### config.mk
export PLATFORM = sky130hd
export DESIGN_NAME = tpg_top
export DESIGN_NICKNAME = d
export VERILOG_FILES = /design/src/core/tpg_pkg.sv /design/src/core/tpg_top.sv
export VERILOG_INCLUDE_DIRS = /design/src /design/src/core
export SDC_FILE = /design/constraint.sdc
export NUM_CORES = 2
export LEC_CHECK = 0
export ABC_AREA = 1
export BUFFER_PORTS_ARGS = -buffer_cell sky130_fd_sc_hd__buf_2
export CAP_MARGIN = 20
export CORE_UTILIZATION = 28
export DETAILED_ROUTE_END_ITERATION = 16
export GPL_ROUTABILITY_DRIVEN = 0
export MAX_ROUTING_LAYER = met4
export REMOVE_ABC_BUFFERS = 1
export SYNTH_ARGS = -nofsm -noshare
export SYNTH_HDL_FRONTEND = slang
export SYNTH_HIERARCHICAL = 1
export SYNTH_SLANG_ARGS = --single-unit
### constraint.sdc
create_clock -name REF_CLK -period 4.1 [get_ports REF_CLK]
set_clock_uncertainty 0.2 [all_clocks]
set_input_delay 0.82 -clock REF_CLK [delete_from_list [all_inputs] [get_ports REF_CLK]]
set_output_delay 0.82 -clock REF_CLK [all_outputs]
set_load 0.01 [all_outputs]
### src/core/tpg_cfg.svh
// Constants for the video test pattern generator
`ifndef TPG_CFG_SVH
`define TPG_CFG_SVH

`define TPG_FIFO_DEPTH 32
`define TPG_FIFO_AW    5

// Timing: h active, hsync start, hsync end, h total, square width,
//         v active, vsync start, vsync end, v total, square height
`define TPG_T480   {12'h2D0, 12'h2E0, 12'h31E, 12'h35A, 12'h05A, \
                    12'h1E0, 12'h1E9, 12'h1EF, 12'h20D, 12'h050}
`define TPG_T576   {12'h2D0, 12'h2DC, 12'h31C, 12'h360, 12'h05A, \
                    12'h240, 12'h245, 12'h24A, 12'h271, 12'h060}
`define TPG_T720_60 {12'h500, 12'h56E, 12'h596, 12'h672, 12'h0A0, \
                    12'h2D0, 12'h2D5, 12'h2DA, 12'h2EE, 12'h078}
`define TPG_T720_50 {12'h500, 12'h6B8, 12'h6E0, 12'h7BC, 12'h0A0, \
                    12'h2D0, 12'h2D5, 12'h2DA, 12'h2EE, 12'h078}
`define TPG_T1080_60 {12'h780, 12'h7D8, 12'h804, 12'h898, 12'h0F0, \
                    12'h438, 12'h43C, 12'h441, 12'h465, 12'h0B4}
`define TPG_T1080_50 {12'h780, 12'h990, 12'h9BC, 12'hA50, 12'h0F0, \
                    12'h438, 12'h43C, 12'h441, 12'h465, 12'h0B4}

`define TPG_RGB_RED   24'hFF0000
`define TPG_RGB_GREEN 24'h00FF00
`define TPG_RGB_BLUE  24'h0000FF
`define TPG_RGB_BLACK 24'h000000
`define TPG_RGB_WHITE 24'hFFFFFF
`define TPG_ONE12     12'h001
`define TPG_ONE3      3'h1

`endif

### src/core/tpg_pkg.sv
// Types shared by the video test pattern generator
package tpg_pkg;
    typedef enum logic [2:0] {
        TPG_PAT_RED = 3'h0, TPG_PAT_GREEN = 3'h1, TPG_PAT_BLUE = 3'h2, TPG_PAT_BLACK = 3'h3,
        TPG_PAT_WHITE = 3'h4, TPG_PAT_RAMP = 3'h5, TPG_PAT_CHESS = 3'h6, TPG_PAT_BARS = 3'h7
    } tpg_pat_t;
    typedef enum logic [2:0] {
        TPG_RES_480 = 3'h0, TPG_RES_576 = 3'h1, TPG_RES_720_60 = 3'h2,
        TPG_RES_720_50 = 3'h3, TPG_RES_1080_50 = 3'h4, TPG_RES_1080_60 = 3'h5
    } tpg_res_t;
    typedef enum logic [1:0] {
        TPG_SRC_XTAL = 2'h0, TPG_SRC_AVCO = 2'h1, TPG_SRC_MAIN = 2'h2, TPG_SRC_ROVE = 2'h3
    } tpg_src_t;
    typedef enum logic [0:0] {
        TPG_ST_IDLE = 1'h0, TPG_ST_RUN = 1'h1
    } tpg_state_t;
    typedef struct packed {
        tpg_pat_t pat;
        tpg_res_t res;
        tpg_src_t src;
    } tpg_cfg_t;
    typedef struct packed {
        logic [11:0] ha, hss, hse, ht, cw, va, vss, vse, vt, ch;
    } tpg_timing_t;
    typedef struct packed {
        logic        aud_valid;
        logic [23:0] aud;
        logic [23:0] rgb;
        logic        hs;
        logic        vs;
        logic        de;
    } tpg_pix_t;
endpackage

### src/core/tpg_top.sv
// Video test pattern generator with pixel FIFO and transmitter output mux
`timescale 1ns/1ps
`default_nettype none
`include "tpg_cfg.svh"
// Pixel buffer between pattern generator and output mux
module tpg_fifo #(
    parameter int W = 52,
    parameter int D = `TPG_FIFO_DEPTH
) (
    input  wire logic         clk,
    input  wire logic         rst_n,
    input  wire logic         in_valid,
    output logic              in_ready,
    input  wire logic [W-1:0] in_data,
    output logic              out_valid,
    input  wire logic         out_ready,
    output logic [W-1:0]      out_data
);
    localparam int AW = $clog2(D);
    logic [W-1:0] mem [D];
    logic [AW:0]  wp_reg, wp_next, rp_reg, rp_next;
    logic         full, empty;
    // Extra pointer bit tells full from empty
    assign empty     = (wp_reg == rp_reg);
    assign full      = (wp_reg[AW] != rp_reg[AW]) && (wp_reg[AW-1:0] == rp_reg[AW-1:0]);
    assign in_ready  = !full;
    assign out_valid = !empty;
    assign out_data  = mem[rp_reg[AW-1:0]];
    // Pointer advance; the step is built at pointer width
    always_comb begin
        wp_next = wp_reg + {{AW{1'b0}}, in_valid && !full};
        rp_next = rp_reg + {{AW{1'b0}}, out_ready && !empty};
    end
    always_ff @(posedge clk or negedge rst_n) begin
        if (!rst_n) begin
            wp_reg <= '0;
            rp_reg <= '0;
        end else begin
            wp_reg <= wp_next;
            rp_reg <= rp_next;
        end
    end
    // Storage has no reset; words are only read once written
    always_ff @(posedge clk) begin
        if (in_valid && !full) begin
            mem[wp_reg[AW-1:0]] <= in_data;
        end
    end
endmodule

module tpg_top
    import tpg_pkg::*;
(
    input  wire logic        REF_CLK,
    input  wire logic        RESETN,
    input  wire logic        CLK_XTAL,
    input  wire logic        CLK_AVCO,
    input  wire logic        CLK_MAIN,
    input  wire logic        CLK_ROVE,
    input  wire logic        XTAL_IS_27M,
    input  wire logic        TPG_EN,
    input  wire logic [2:0]  PAT_SEL,
    input  wire logic [2:0]  RES_SEL,
    input  wire logic [1:0]  SRC_SEL,
    input  wire logic        OUT_SEL,
    input  wire tpg_pix_t    MAIN_DATA,
    input  wire logic        MAIN_VALID,
    output logic             MAIN_READY,
    input  wire logic [23:0] AUD_DATA,
    input  wire logic        AUD_VALID,
    output logic             AUD_READY,
    output tpg_pix_t         TX_DATA,
    output logic             TX_VALID,
    input  wire logic        TX_READY,
    output logic             TPG_ACTIVE,
    output tpg_cfg_t         ACT_CFG,
    output logic             PCLK_RATE_OK,
    output logic             AUD_EXTRACT_OFF
);
    tpg_state_t  state_reg, state_next;
    tpg_cfg_t    cfg_reg, cfg_next, cfg_in;
    tpg_timing_t tim;
    logic [11:0] h_reg, h_next, v_reg, v_next, cx_reg, cx_next, cy_reg, cy_next;
    logic [2:0]  col_reg, col_next, row_reg, row_next;
    logic [3:0]  s1_reg, s2_reg, s3_reg, lvl_reg, lvl_next, rise;
    logic        aud_held_reg, aud_held_next, aud_in;
    logic [23:0] aud_reg, aud_next;
    logic        rate_ok_reg, rate_ok_next;
    logic        pix_tick, wr_valid, wr_ready, wr_fire, h_wrap, frame_wrap;
    tpg_pix_t    wr_word, fifo_word, tx_reg, tx_next, src_word;
    logic        fifo_valid, fifo_ready, tx_valid_reg, tx_valid_next, load, src_valid;
    // Timing set for one resolution code; unknown codes fall back to 480p
    function automatic tpg_timing_t timing_of(input tpg_res_t r);
        unique case (r)
            TPG_RES_576:     timing_of = `TPG_T576;
            TPG_RES_720_60:  timing_of = `TPG_T720_60;
            TPG_RES_720_50:  timing_of = `TPG_T720_50;
            TPG_RES_1080_50: timing_of = `TPG_T1080_50;
            TPG_RES_1080_60: timing_of = `TPG_T1080_60;
            default:         timing_of = `TPG_T480;
        endcase
    endfunction
    // Whether a source can deliver the rate a resolution needs
    function automatic logic rate_fits(input tpg_res_t r, input tpg_src_t s, input logic x27);
        if (s == TPG_SRC_MAIN || s == TPG_SRC_ROVE) begin
            rate_fits = 1'b1;
        end else if (r == TPG_RES_480 || r == TPG_RES_576) begin
            rate_fits = (s == TPG_SRC_XTAL) && x27;
        end else if (r == TPG_RES_720_60 || r == TPG_RES_720_50) begin
            rate_fits = (s == TPG_SRC_AVCO) && x27;
        end else begin
            rate_fits = 1'b0;
        end
    endfunction
    // Colour of the current pixel
    function automatic logic [23:0] color_of(input tpg_pat_t p, input logic [11:0] h,
                                             input logic [2:0] col, input logic [2:0] row);
        unique case (p)
            TPG_PAT_RED:   color_of = `TPG_RGB_RED;
            TPG_PAT_GREEN: color_of = `TPG_RGB_GREEN;
            TPG_PAT_BLUE:  color_of = `TPG_RGB_BLUE;
            TPG_PAT_BLACK: color_of = `TPG_RGB_BLACK;
            TPG_PAT_WHITE: color_of = `TPG_RGB_WHITE;
            TPG_PAT_RAMP:  color_of = {3{h[7:0]}};
            TPG_PAT_CHESS: color_of = (col[0] ^ row[0]) ? `TPG_RGB_WHITE : `TPG_RGB_BLACK;
            TPG_PAT_BARS:  color_of = {{8{~col[1]}}, {8{~col[2]}}, {8{~col[0]}}};
        endcase
    endfunction
    assign cfg_in = '{pat: tpg_pat_t'(PAT_SEL), res: tpg_res_t'(RES_SEL),
                      src: tpg_src_t'(SRC_SEL)};
    assign tim = timing_of(cfg_reg.res);
    // Source edge accepted once second and third stages agree
    assign rise     = s2_reg & s3_reg & ~lvl_reg;
    assign pix_tick = rise[cfg_reg.src];
    assign h_wrap     = (h_reg == tim.ht - `TPG_ONE12);
    assign frame_wrap = h_wrap && (v_reg == tim.vt - `TPG_ONE12);
    // Generator stalls whenever the FIFO is full; that source edge is skipped
    assign wr_valid = (state_reg == TPG_ST_RUN) && pix_tick;
    assign wr_fire  = wr_valid && wr_ready;
    assign aud_in   = AUD_VALID && AUD_READY;
    assign AUD_READY = !aud_held_reg;
    // Pattern word, audio sample rides on the next pixel written
    always_comb begin
        wr_word.de  = (h_reg < tim.ha) && (v_reg < tim.va);
        wr_word.hs  = (h_reg >= tim.hss) && (h_reg < tim.hse);
        wr_word.vs  = (v_reg >= tim.vss) && (v_reg < tim.vse);
        wr_word.rgb = wr_word.de ? color_of(cfg_reg.pat, h_reg, col_reg, row_reg)
                                 : `TPG_RGB_BLACK;
        wr_word.aud_valid = aud_held_reg;
        wr_word.aud       = aud_reg;
    end
    // Generator next state
    always_comb begin
        state_next = state_reg;
        cfg_next   = cfg_reg;
        h_next     = h_reg;
        v_next     = v_reg;
        cx_next    = cx_reg;
        cy_next    = cy_reg;
        col_next   = col_reg;
        row_next   = row_reg;
        lvl_next   = lvl_reg;
        for (int i = 0; i < 4; i++) begin
            if (s2_reg[i] == s3_reg[i]) begin
                lvl_next[i] = s3_reg[i];
            end
        end
        // Audio flag: a new sample wins over the one being consumed
        aud_held_next = aud_held_reg;
        aud_next      = aud_reg;
        if (wr_fire) begin
            aud_held_next = 1'b0;
        end
        if (aud_in) begin
            aud_held_next = 1'b1;
            aud_next      = AUD_DATA;
        end
        unique case (state_reg)
            TPG_ST_IDLE: begin
                if (TPG_EN) begin
                    state_next = TPG_ST_RUN; // Counters already zero from reset or frame end
                    cfg_next   = cfg_in;
                end
            end
            TPG_ST_RUN: begin
                if (wr_fire) begin
                    if (h_wrap) begin
                        h_next   = '0;
                        cx_next  = '0;
                        col_next = '0;
                        if (frame_wrap) begin
                            // New settings only at the frame edge, never mid frame
                            v_next   = '0;
                            cy_next  = '0;
                            row_next = '0;
                            cfg_next = cfg_in;
                            if (!TPG_EN) begin
                                state_next = TPG_ST_IDLE;
                            end
                        end else begin
                            v_next = v_reg + `TPG_ONE12;
                            if (cy_reg == tim.ch - `TPG_ONE12) begin
                                cy_next  = '0;
                                row_next = row_reg + `TPG_ONE3;
                            end else begin
                                cy_next = cy_reg + `TPG_ONE12;
                            end
                        end
                    end else begin
                        h_next = h_reg + `TPG_ONE12;
                        if (cx_reg == tim.cw - `TPG_ONE12) begin
                            cx_next  = '0;
                            col_next = col_reg + `TPG_ONE3;
                        end else begin
                            cx_next = cx_reg + `TPG_ONE12;
                        end
                    end
                end
            end
        endcase
    end
    always_ff @(posedge REF_CLK or negedge RESETN) begin
        if (!RESETN) begin
            state_reg    <= TPG_ST_IDLE;
            cfg_reg      <= '0;
            h_reg        <= '0;
            v_reg        <= '0;
            cx_reg       <= '0;
            cy_reg       <= '0;
            col_reg      <= '0;
            row_reg      <= '0;
            s1_reg       <= '0;
            s2_reg       <= '0;
            s3_reg       <= '0;
            lvl_reg      <= '0;
            aud_held_reg <= 1'b0;
            aud_reg      <= '0;
        end else begin
            state_reg    <= state_next;
            cfg_reg      <= cfg_next;
            h_reg        <= h_next;
            v_reg        <= v_next;
            cx_reg       <= cx_next;
            cy_reg       <= cy_next;
            col_reg      <= col_next;
            row_reg      <= row_next;
            s1_reg       <= {CLK_ROVE, CLK_MAIN, CLK_AVCO, CLK_XTAL};
            s2_reg       <= s1_reg;
            s3_reg       <= s2_reg;
            lvl_reg      <= lvl_next;
            aud_held_reg <= aud_held_next;
            aud_reg      <= aud_next;
        end
    end
    tpg_fifo #(
        .W ($bits(tpg_pix_t)),
        .D (`TPG_FIFO_DEPTH)
    ) u_fifo (
        .clk       (REF_CLK),
        .rst_n     (RESETN),
        .in_valid  (wr_valid),
        .in_ready  (wr_ready),
        .in_data   (wr_word),
        .out_valid (fifo_valid),
        .out_ready (fifo_ready),
        .out_data  (fifo_word)
    );
    // Output mux: main pipe or pattern, one registered stage toward the transmitter
    assign load       = !tx_valid_reg || TX_READY;
    assign src_valid  = OUT_SEL ? fifo_valid : MAIN_VALID;
    assign src_word   = OUT_SEL ? fifo_word : MAIN_DATA;
    assign fifo_ready = load && OUT_SEL;
    assign MAIN_READY = load && !OUT_SEL;
    always_comb begin
        tx_valid_next = tx_valid_reg;
        tx_next       = tx_reg;
        if (load) begin
            tx_valid_next = src_valid;
            tx_next       = src_valid ? src_word : tx_reg;
        end
        rate_ok_next = rate_fits(cfg_reg.res, cfg_reg.src, XTAL_IS_27M);
    end
    always_ff @(posedge REF_CLK or negedge RESETN) begin
        if (!RESETN) begin
            tx_valid_reg <= 1'b0;
            tx_reg       <= '0;
            rate_ok_reg  <= 1'b0;
        end else begin
            tx_valid_reg <= tx_valid_next;
            tx_reg       <= tx_next;
            rate_ok_reg  <= rate_ok_next;
        end
    end
    assign TX_VALID     = tx_valid_reg;
    assign TX_DATA      = tx_reg;
    assign TPG_ACTIVE   = (state_reg == TPG_ST_RUN);
    assign ACT_CFG      = cfg_reg;
    assign PCLK_RATE_OK = rate_ok_reg;
    // Shared VCO: extraction must stay off while it clocks the pattern
    assign AUD_EXTRACT_OFF = TPG_ACTIVE && (cfg_reg.src == TPG_SRC_AVCO);
endmodule
`default_nettype wire

Yosys cells after proc, flatten, opt, wreduce, memory -nomap -nowiden
Memories as Yosys holds them, arrays and structs flattened.
Cells that the tools add are included.
{"block": "totals", "output_inout_bits": 66, "reg_bits": 170, "inputBits": 96, "word_cells": 157, "mem_count": 1, "ram_bits": 1664}
{"block": "op_classes", "eq_ne": 30, "n_reduce_logical": 35, "n_bitwise": 8, "muxes": 35, "add_sub_neg": 12, "magnitude_cmp": 7}
{"memory": "u_fifo.mem", "depth": 32, "width": 52, "read_ports": 1, "rd_ports_with_merged_regs": 0, "write_ports": 1, "line_no": "tpg_top.sv:20", "source": "logic [W-1:0] mem [D];"}
{"operator": "119-bit one-hot mux with 5 select lines", "n": 1}
{"operator": "24-bit one-hot mux with 8 select lines", "n": 1}
{"operator": "12-bit two-way mux", "n": 6}
{"operator": "52-bit two-way mux", "n": 1}
{"operator": "12-bit by 1-bit adder with 12-bit output (second input constant)", "n": 4}
{"operator": "12-bit == test", "n": 4}
{"operator": "12-bit < comparator", "n": 4}
{"operator": "24-bit two-way mux", "n": 2}
{"operator": "12-bit by 1-bit subtractor with 12-bit output (second input constant)", "n": 4}
{"operator": "8-bit two-way mux", "n": 4}
{"operator": "12-bit >= comparator", "n": 2}
{"operator": "3-bit == test (second input constant)", "n": 6}
{"operator": "8-bit one-hot mux with 2 select lines", "n": 1}
{"operator": "1-bit logical AND", "n": 14}
{"operator": "1-bit two-way mux", "n": 13}
{"operator": "6-bit by 1-bit adder with 6-bit output", "n": 2}
{"operator": "3-bit by 2-bit == test with 1-bit output (second input constant)", "n": 4}
{"operator": "3-bit two-way mux", "n": 4}
{"operator": "4-bit AND", "n": 2}
{"operator": "4-bit AND reduction", "n": 2}
{"operator": "3-bit by 1-bit adder with 3-bit output (second input constant)", "n": 2}
{"operator": "3-bit by 1-bit == test with 1-bit output (second input constant)", "n": 2}
{"operator": "6-bit == test", "n": 1}
{"operator": "3-bit zero test", "n": 2}
{"operator": "19 further kinds", "n": 39}

Longest topological paths before layout
{"block": "depth", "depth_word": 9, "ltp_mapped": 21, "ltp_nobuf": 18}

Modules after synthesis
Netlist, hierarchy kept.
{"mod": "tpg_fifo", "seq_area_each_um2": 50268.2, "area_each_um2": 67871.3, "cells_each": 5757, "n_inst": 1}
{"mod": "tpg_top", "seq_area_each_um2": 3903.7, "area_each_um2": 9983.3, "cells_each": 1321, "n_inst": 1}

Worst setup path after synthesis
No wires, ideal clock.
{"block": "synth_path", "path_kind": "register -> register", "from": "register cfg_reg, in the netlist ACT_CFG[4]", "to": "memory u_fifo.mem[0][16] (data pin)", "setup_ns": 0.351, "path_slack_ns": -0.049, "t_required_ns": 3.549, "t_arrival_ns": 3.599, "path_stages_with_launch": 21, "path_buffers": 4, "synth_period_minus_slack_ns": 4.149, "path_cell_list": "dfrtp_1 buf_6 inv_4 nand2_4 ha_1 buf_6 inv_2 buf_6 nand2_2 a21oi_1 ha_1 nand2_1 inv_1 nand3_1 nand3_1 nand2_1 nand3_1 nor4_1 nand2_1 clkbuf_1 nor2_1"}
{"item": "from (decl)", "line_no": "tpg_top.sv:81", "source": "tpg_cfg_t cfg_reg, cfg_next, cfg_in;"}
{"item": "from (signal assigned)", "line_no": "tpg_top.sv:240", "source": "cfg_reg <= cfg_next;"}
{"item": "to (decl)", "line_no": "tpg_top.sv:20"}

==> results.py <==
metrics = {
    "yosys": {
        "syn_inst": 7078,
        "yosys.area.top_type_share_pct": 64.2,
        "synthTopCellsByArea": "edfxtp_1 64%, nand2_1 13%, nand3_1 8.5%, dfrtp_1 5.4%, buf_2 1.3%",
        "yosysSeqAreaShare_pct": 69.6,
        "yosys_warnings": 6,
        "ys.flop_type": "edfxtp_1",
        "netlist_area_um2": 77900,
        "synth_seq_cells": 1832,
        "synth_edf_count": 1664,
        "yosys.area.top_type": "edfxtp_1",
        "synth_cell_type_count": 49,
        "synth-async-reset-ratio_pct": 9.17,
        "synth_area_per_cell_um2": 11.0,
    },
    "finish": {
        "multi_input_area_um2": 21100,
        "post-route-util_pct": 32.8,
        "final_common_cell": "nand2_1",
        "final_cell_count_no_fill": 11100,
        "area.sequential_um2": 54200,
        "area_growth_pct": 16.4,
        "largest_reg_flops": 1664,
        "layout_common_cells": "2719 x nand2_1, 1664 x edfxtp_1, 1325 x nand3_1",
        "final_layout_size_suffix_gt1_share_pct": 10.3,
        "fillers": 27400,
        "fin_area_um2": 90600,
        "num-nets-final": 7417,
    },
    "clock_tree": {
        "path_clk_slew_ps": 60,
        "clk_latency_ps": 890,
        "post_cts_buffers": 0,
        "cts.htree.levels": 4,
        "cts_tree": "done",
        "numClockSinks": 1832,
        "cts-root-buf": "clkbuf_16",
        "cts_made_buffers": 202,
        "clockBufferDepth": 4,
    },
    "run": {
        "maxCapViolCount": 0,
    },
    "routing": {
        "drt_iter0_markers": 5624,
        "wirelength_um": 230000,
        "dr.pass1.iters": 5,
        "drc": 0,
        "vias": 53900,
        "avgViaCountPerCell": 4.84,
        "postRouteAntennaNets": 0,
        "wl_per_cell_um": 20.6,
    },
    "die": {
        "rows": 193,
        "start_util_pct": 28.2,
        "fp.coreArea_um2": 276000,
        "ioPinCount": 162,
        "die_h_um": 529,
        "die_w_um": 529,
        "dieArea_um2": 280000,
    },
    "place": {
        "numPortBuffers": 161,
        "place_area_um2": 83400,
        "dp_hpwl_um": 116000,
        "dp_cells": 10700,
        "pre_cts_ws_ps": -100,
    },
    "timing": {
        "max_slew_margin_pct": 19.9,
        "tns_ps": 0,
        "layout_setup_ws_ps": 261,
        "hold_viol_final": 0,
        "drv_slew": 0,
        "hold_slack_ps": 59.5,
        "clock.fmax_mhz": 261,
        "period_share_pct": 93.6,
        "fin_crit_ps": 3840,
        "worstMarginPinSlew_ps": 1200,
        "setup_viol": 0,
        "rsz0062_at_grt": "false",
    },
    "worst_setup_path": {
        "crit_fanout": 32,
        "worst_setup_path_start_kind": "register",
        "slowest_delay_ps": 420,
        "r2r_setup_slack_ps": 260,
        "crit_slowest_cell": "dfrtp_1",
        "arrival_ps": 4190,
        "cp-startpoint": "ACT_CFG[4]",
        "endpoint_kind": "register",
        "path_cells": "inv_4 -> nand2_4 -> ha_1 -> buf_4 -> nand2_4 -> nand2_1 -> inv_1 -> ha_1 -> a21oi_1 -> nand3_1 -> nand2_1 -> nand3_1 -> nor4_1 -> nand2_2 -> buf_12 -> nor2_1 -> buf_4",
        "r2r-end": "u_fifo/mem[19][11]",
        "cp_num_cells": 17,
        "crit_buf_inv": 5,
        "cp.required_ps": 4450,
        "cp-endpoint": "u_fifo/mem[19][11]",
        "worstSetupPathType": "reg -> reg",
        "path_delay_family": "simple AND/OR/NAND/NOR gates",
        "worstRegToRegCells": 17,
        "r2r-start": "ACT_CFG[4]",
    },
    "run_status": {
        "outcome": "completed",
    },
    "global_route": {
        "gr-total-overflow": 0,
        "grt_max_degree": 210,
        "grt_pass1_vias": 52100,
        "antenna_found_initial": 21,
        "grt_usage_pct": 16.5,
        "grt_pass1_wl_um": 339000,
    },
    "worst_hold_path": {
        "hold_class": "in -> reg",
    },
    "pwr": {
        "total_power_mw": 63.5,
        "ir_drop_uv": 762,
        "p_leak_nw": 34.0,
        "power.density_nw_per_um2": 701,
    },
}
## repair_timing
| item | in CTS | in global routing |
|---|---|---|
| pin swaps | 0 | 1 |
| hold buffers | 42 | 0 |
| gates cloned | 0 | 1 |
| hold endpoints to repair | 110 | 0 |
| setup endpoints to repair | 625 | 800 |
| resized for setup | 2 | 7 |
## Yosys cell counts (2+ instances only)
library cell	instances
nand2_1	2722
edfxtp_1	1664
nand3_1	1325
buf_2	202
inv_1	172
dfrtp_1	168
nor2_1	162
o21ai_0	134
clkbuf_1	90
ha_1	60
xor2_1	45
buf_1	42
a21oi_1	38
buf_4	35
nor3_1	33
buf_6	30
mux2_2	29
nand4_1	23
nand3b_1	17
inv_2	10
nand2_2	10
xnor2_1	8
or2_2	7
nand3_2	6
nor2_2	5
buf_8	4
nand2_4	4
inv_4	3
nor4_1	3
o211ai_1	3
a21boi_0	2
a21o_1	2
and3_1	2
nor2_4	2
o21ai_1	2
## area by class of cell
class	count	area share, %
multi-input cells	4657	23.3
well taps	3705	5.12
clock inverters	113	1.31
diodes	10	0.0276
clock buffers	251	5.92
repair buffers	383	3.69
inverters	185	0.818
flip-flops and latches	1832	59.8
## routing by layer
layer / wire length [um] / global-route usage (%) / part of all wire, %
met1: 97200 / 21.6 / 42
met3: 16400 / 2.12 / 7.1
met4: 6900 / 5.08 / 3.0
met5: 0 / - / 0
met2: 109000 / 26.6 / 48
## worst min path at each step
stage,end,cells past startpoint,start
floorplan,s2_reg[0],0,s1_reg[0]
global placement,s2_reg[0],0,s1_reg[0]
detailed placement,s2_reg[3],0,s1_reg[3]
CTS,TX_DATA[48],3,MAIN_DATA[48]
global route,aud_reg[23],2,AUD_DATA[23]
finish,aud_reg[23],2,AUD_DATA[23]
## report_power, final
group	switching, mW	leakage, nW	internal (mW)
Clock	7.53	3.18	10.6
Sequential	1.51	17.1	23.2
Combinational	15.0	13.7	5.79
## cell families (layout without fill, tap and decap cells)
group           Yosys count  in the layout  synth area share (%)
compound gates          189            189                  1.28
xor+xnor                 53             53                 0.596
fa+ha+maj                60             60                 0.964
buf+inv                 589            932                  3.71
flops                  1832           1832                  69.6
mux                      29             29                 0.419
other cells               0             10                     0
simple gates           4326           4326                  23.4
Power figures use the tool's default switching activity.
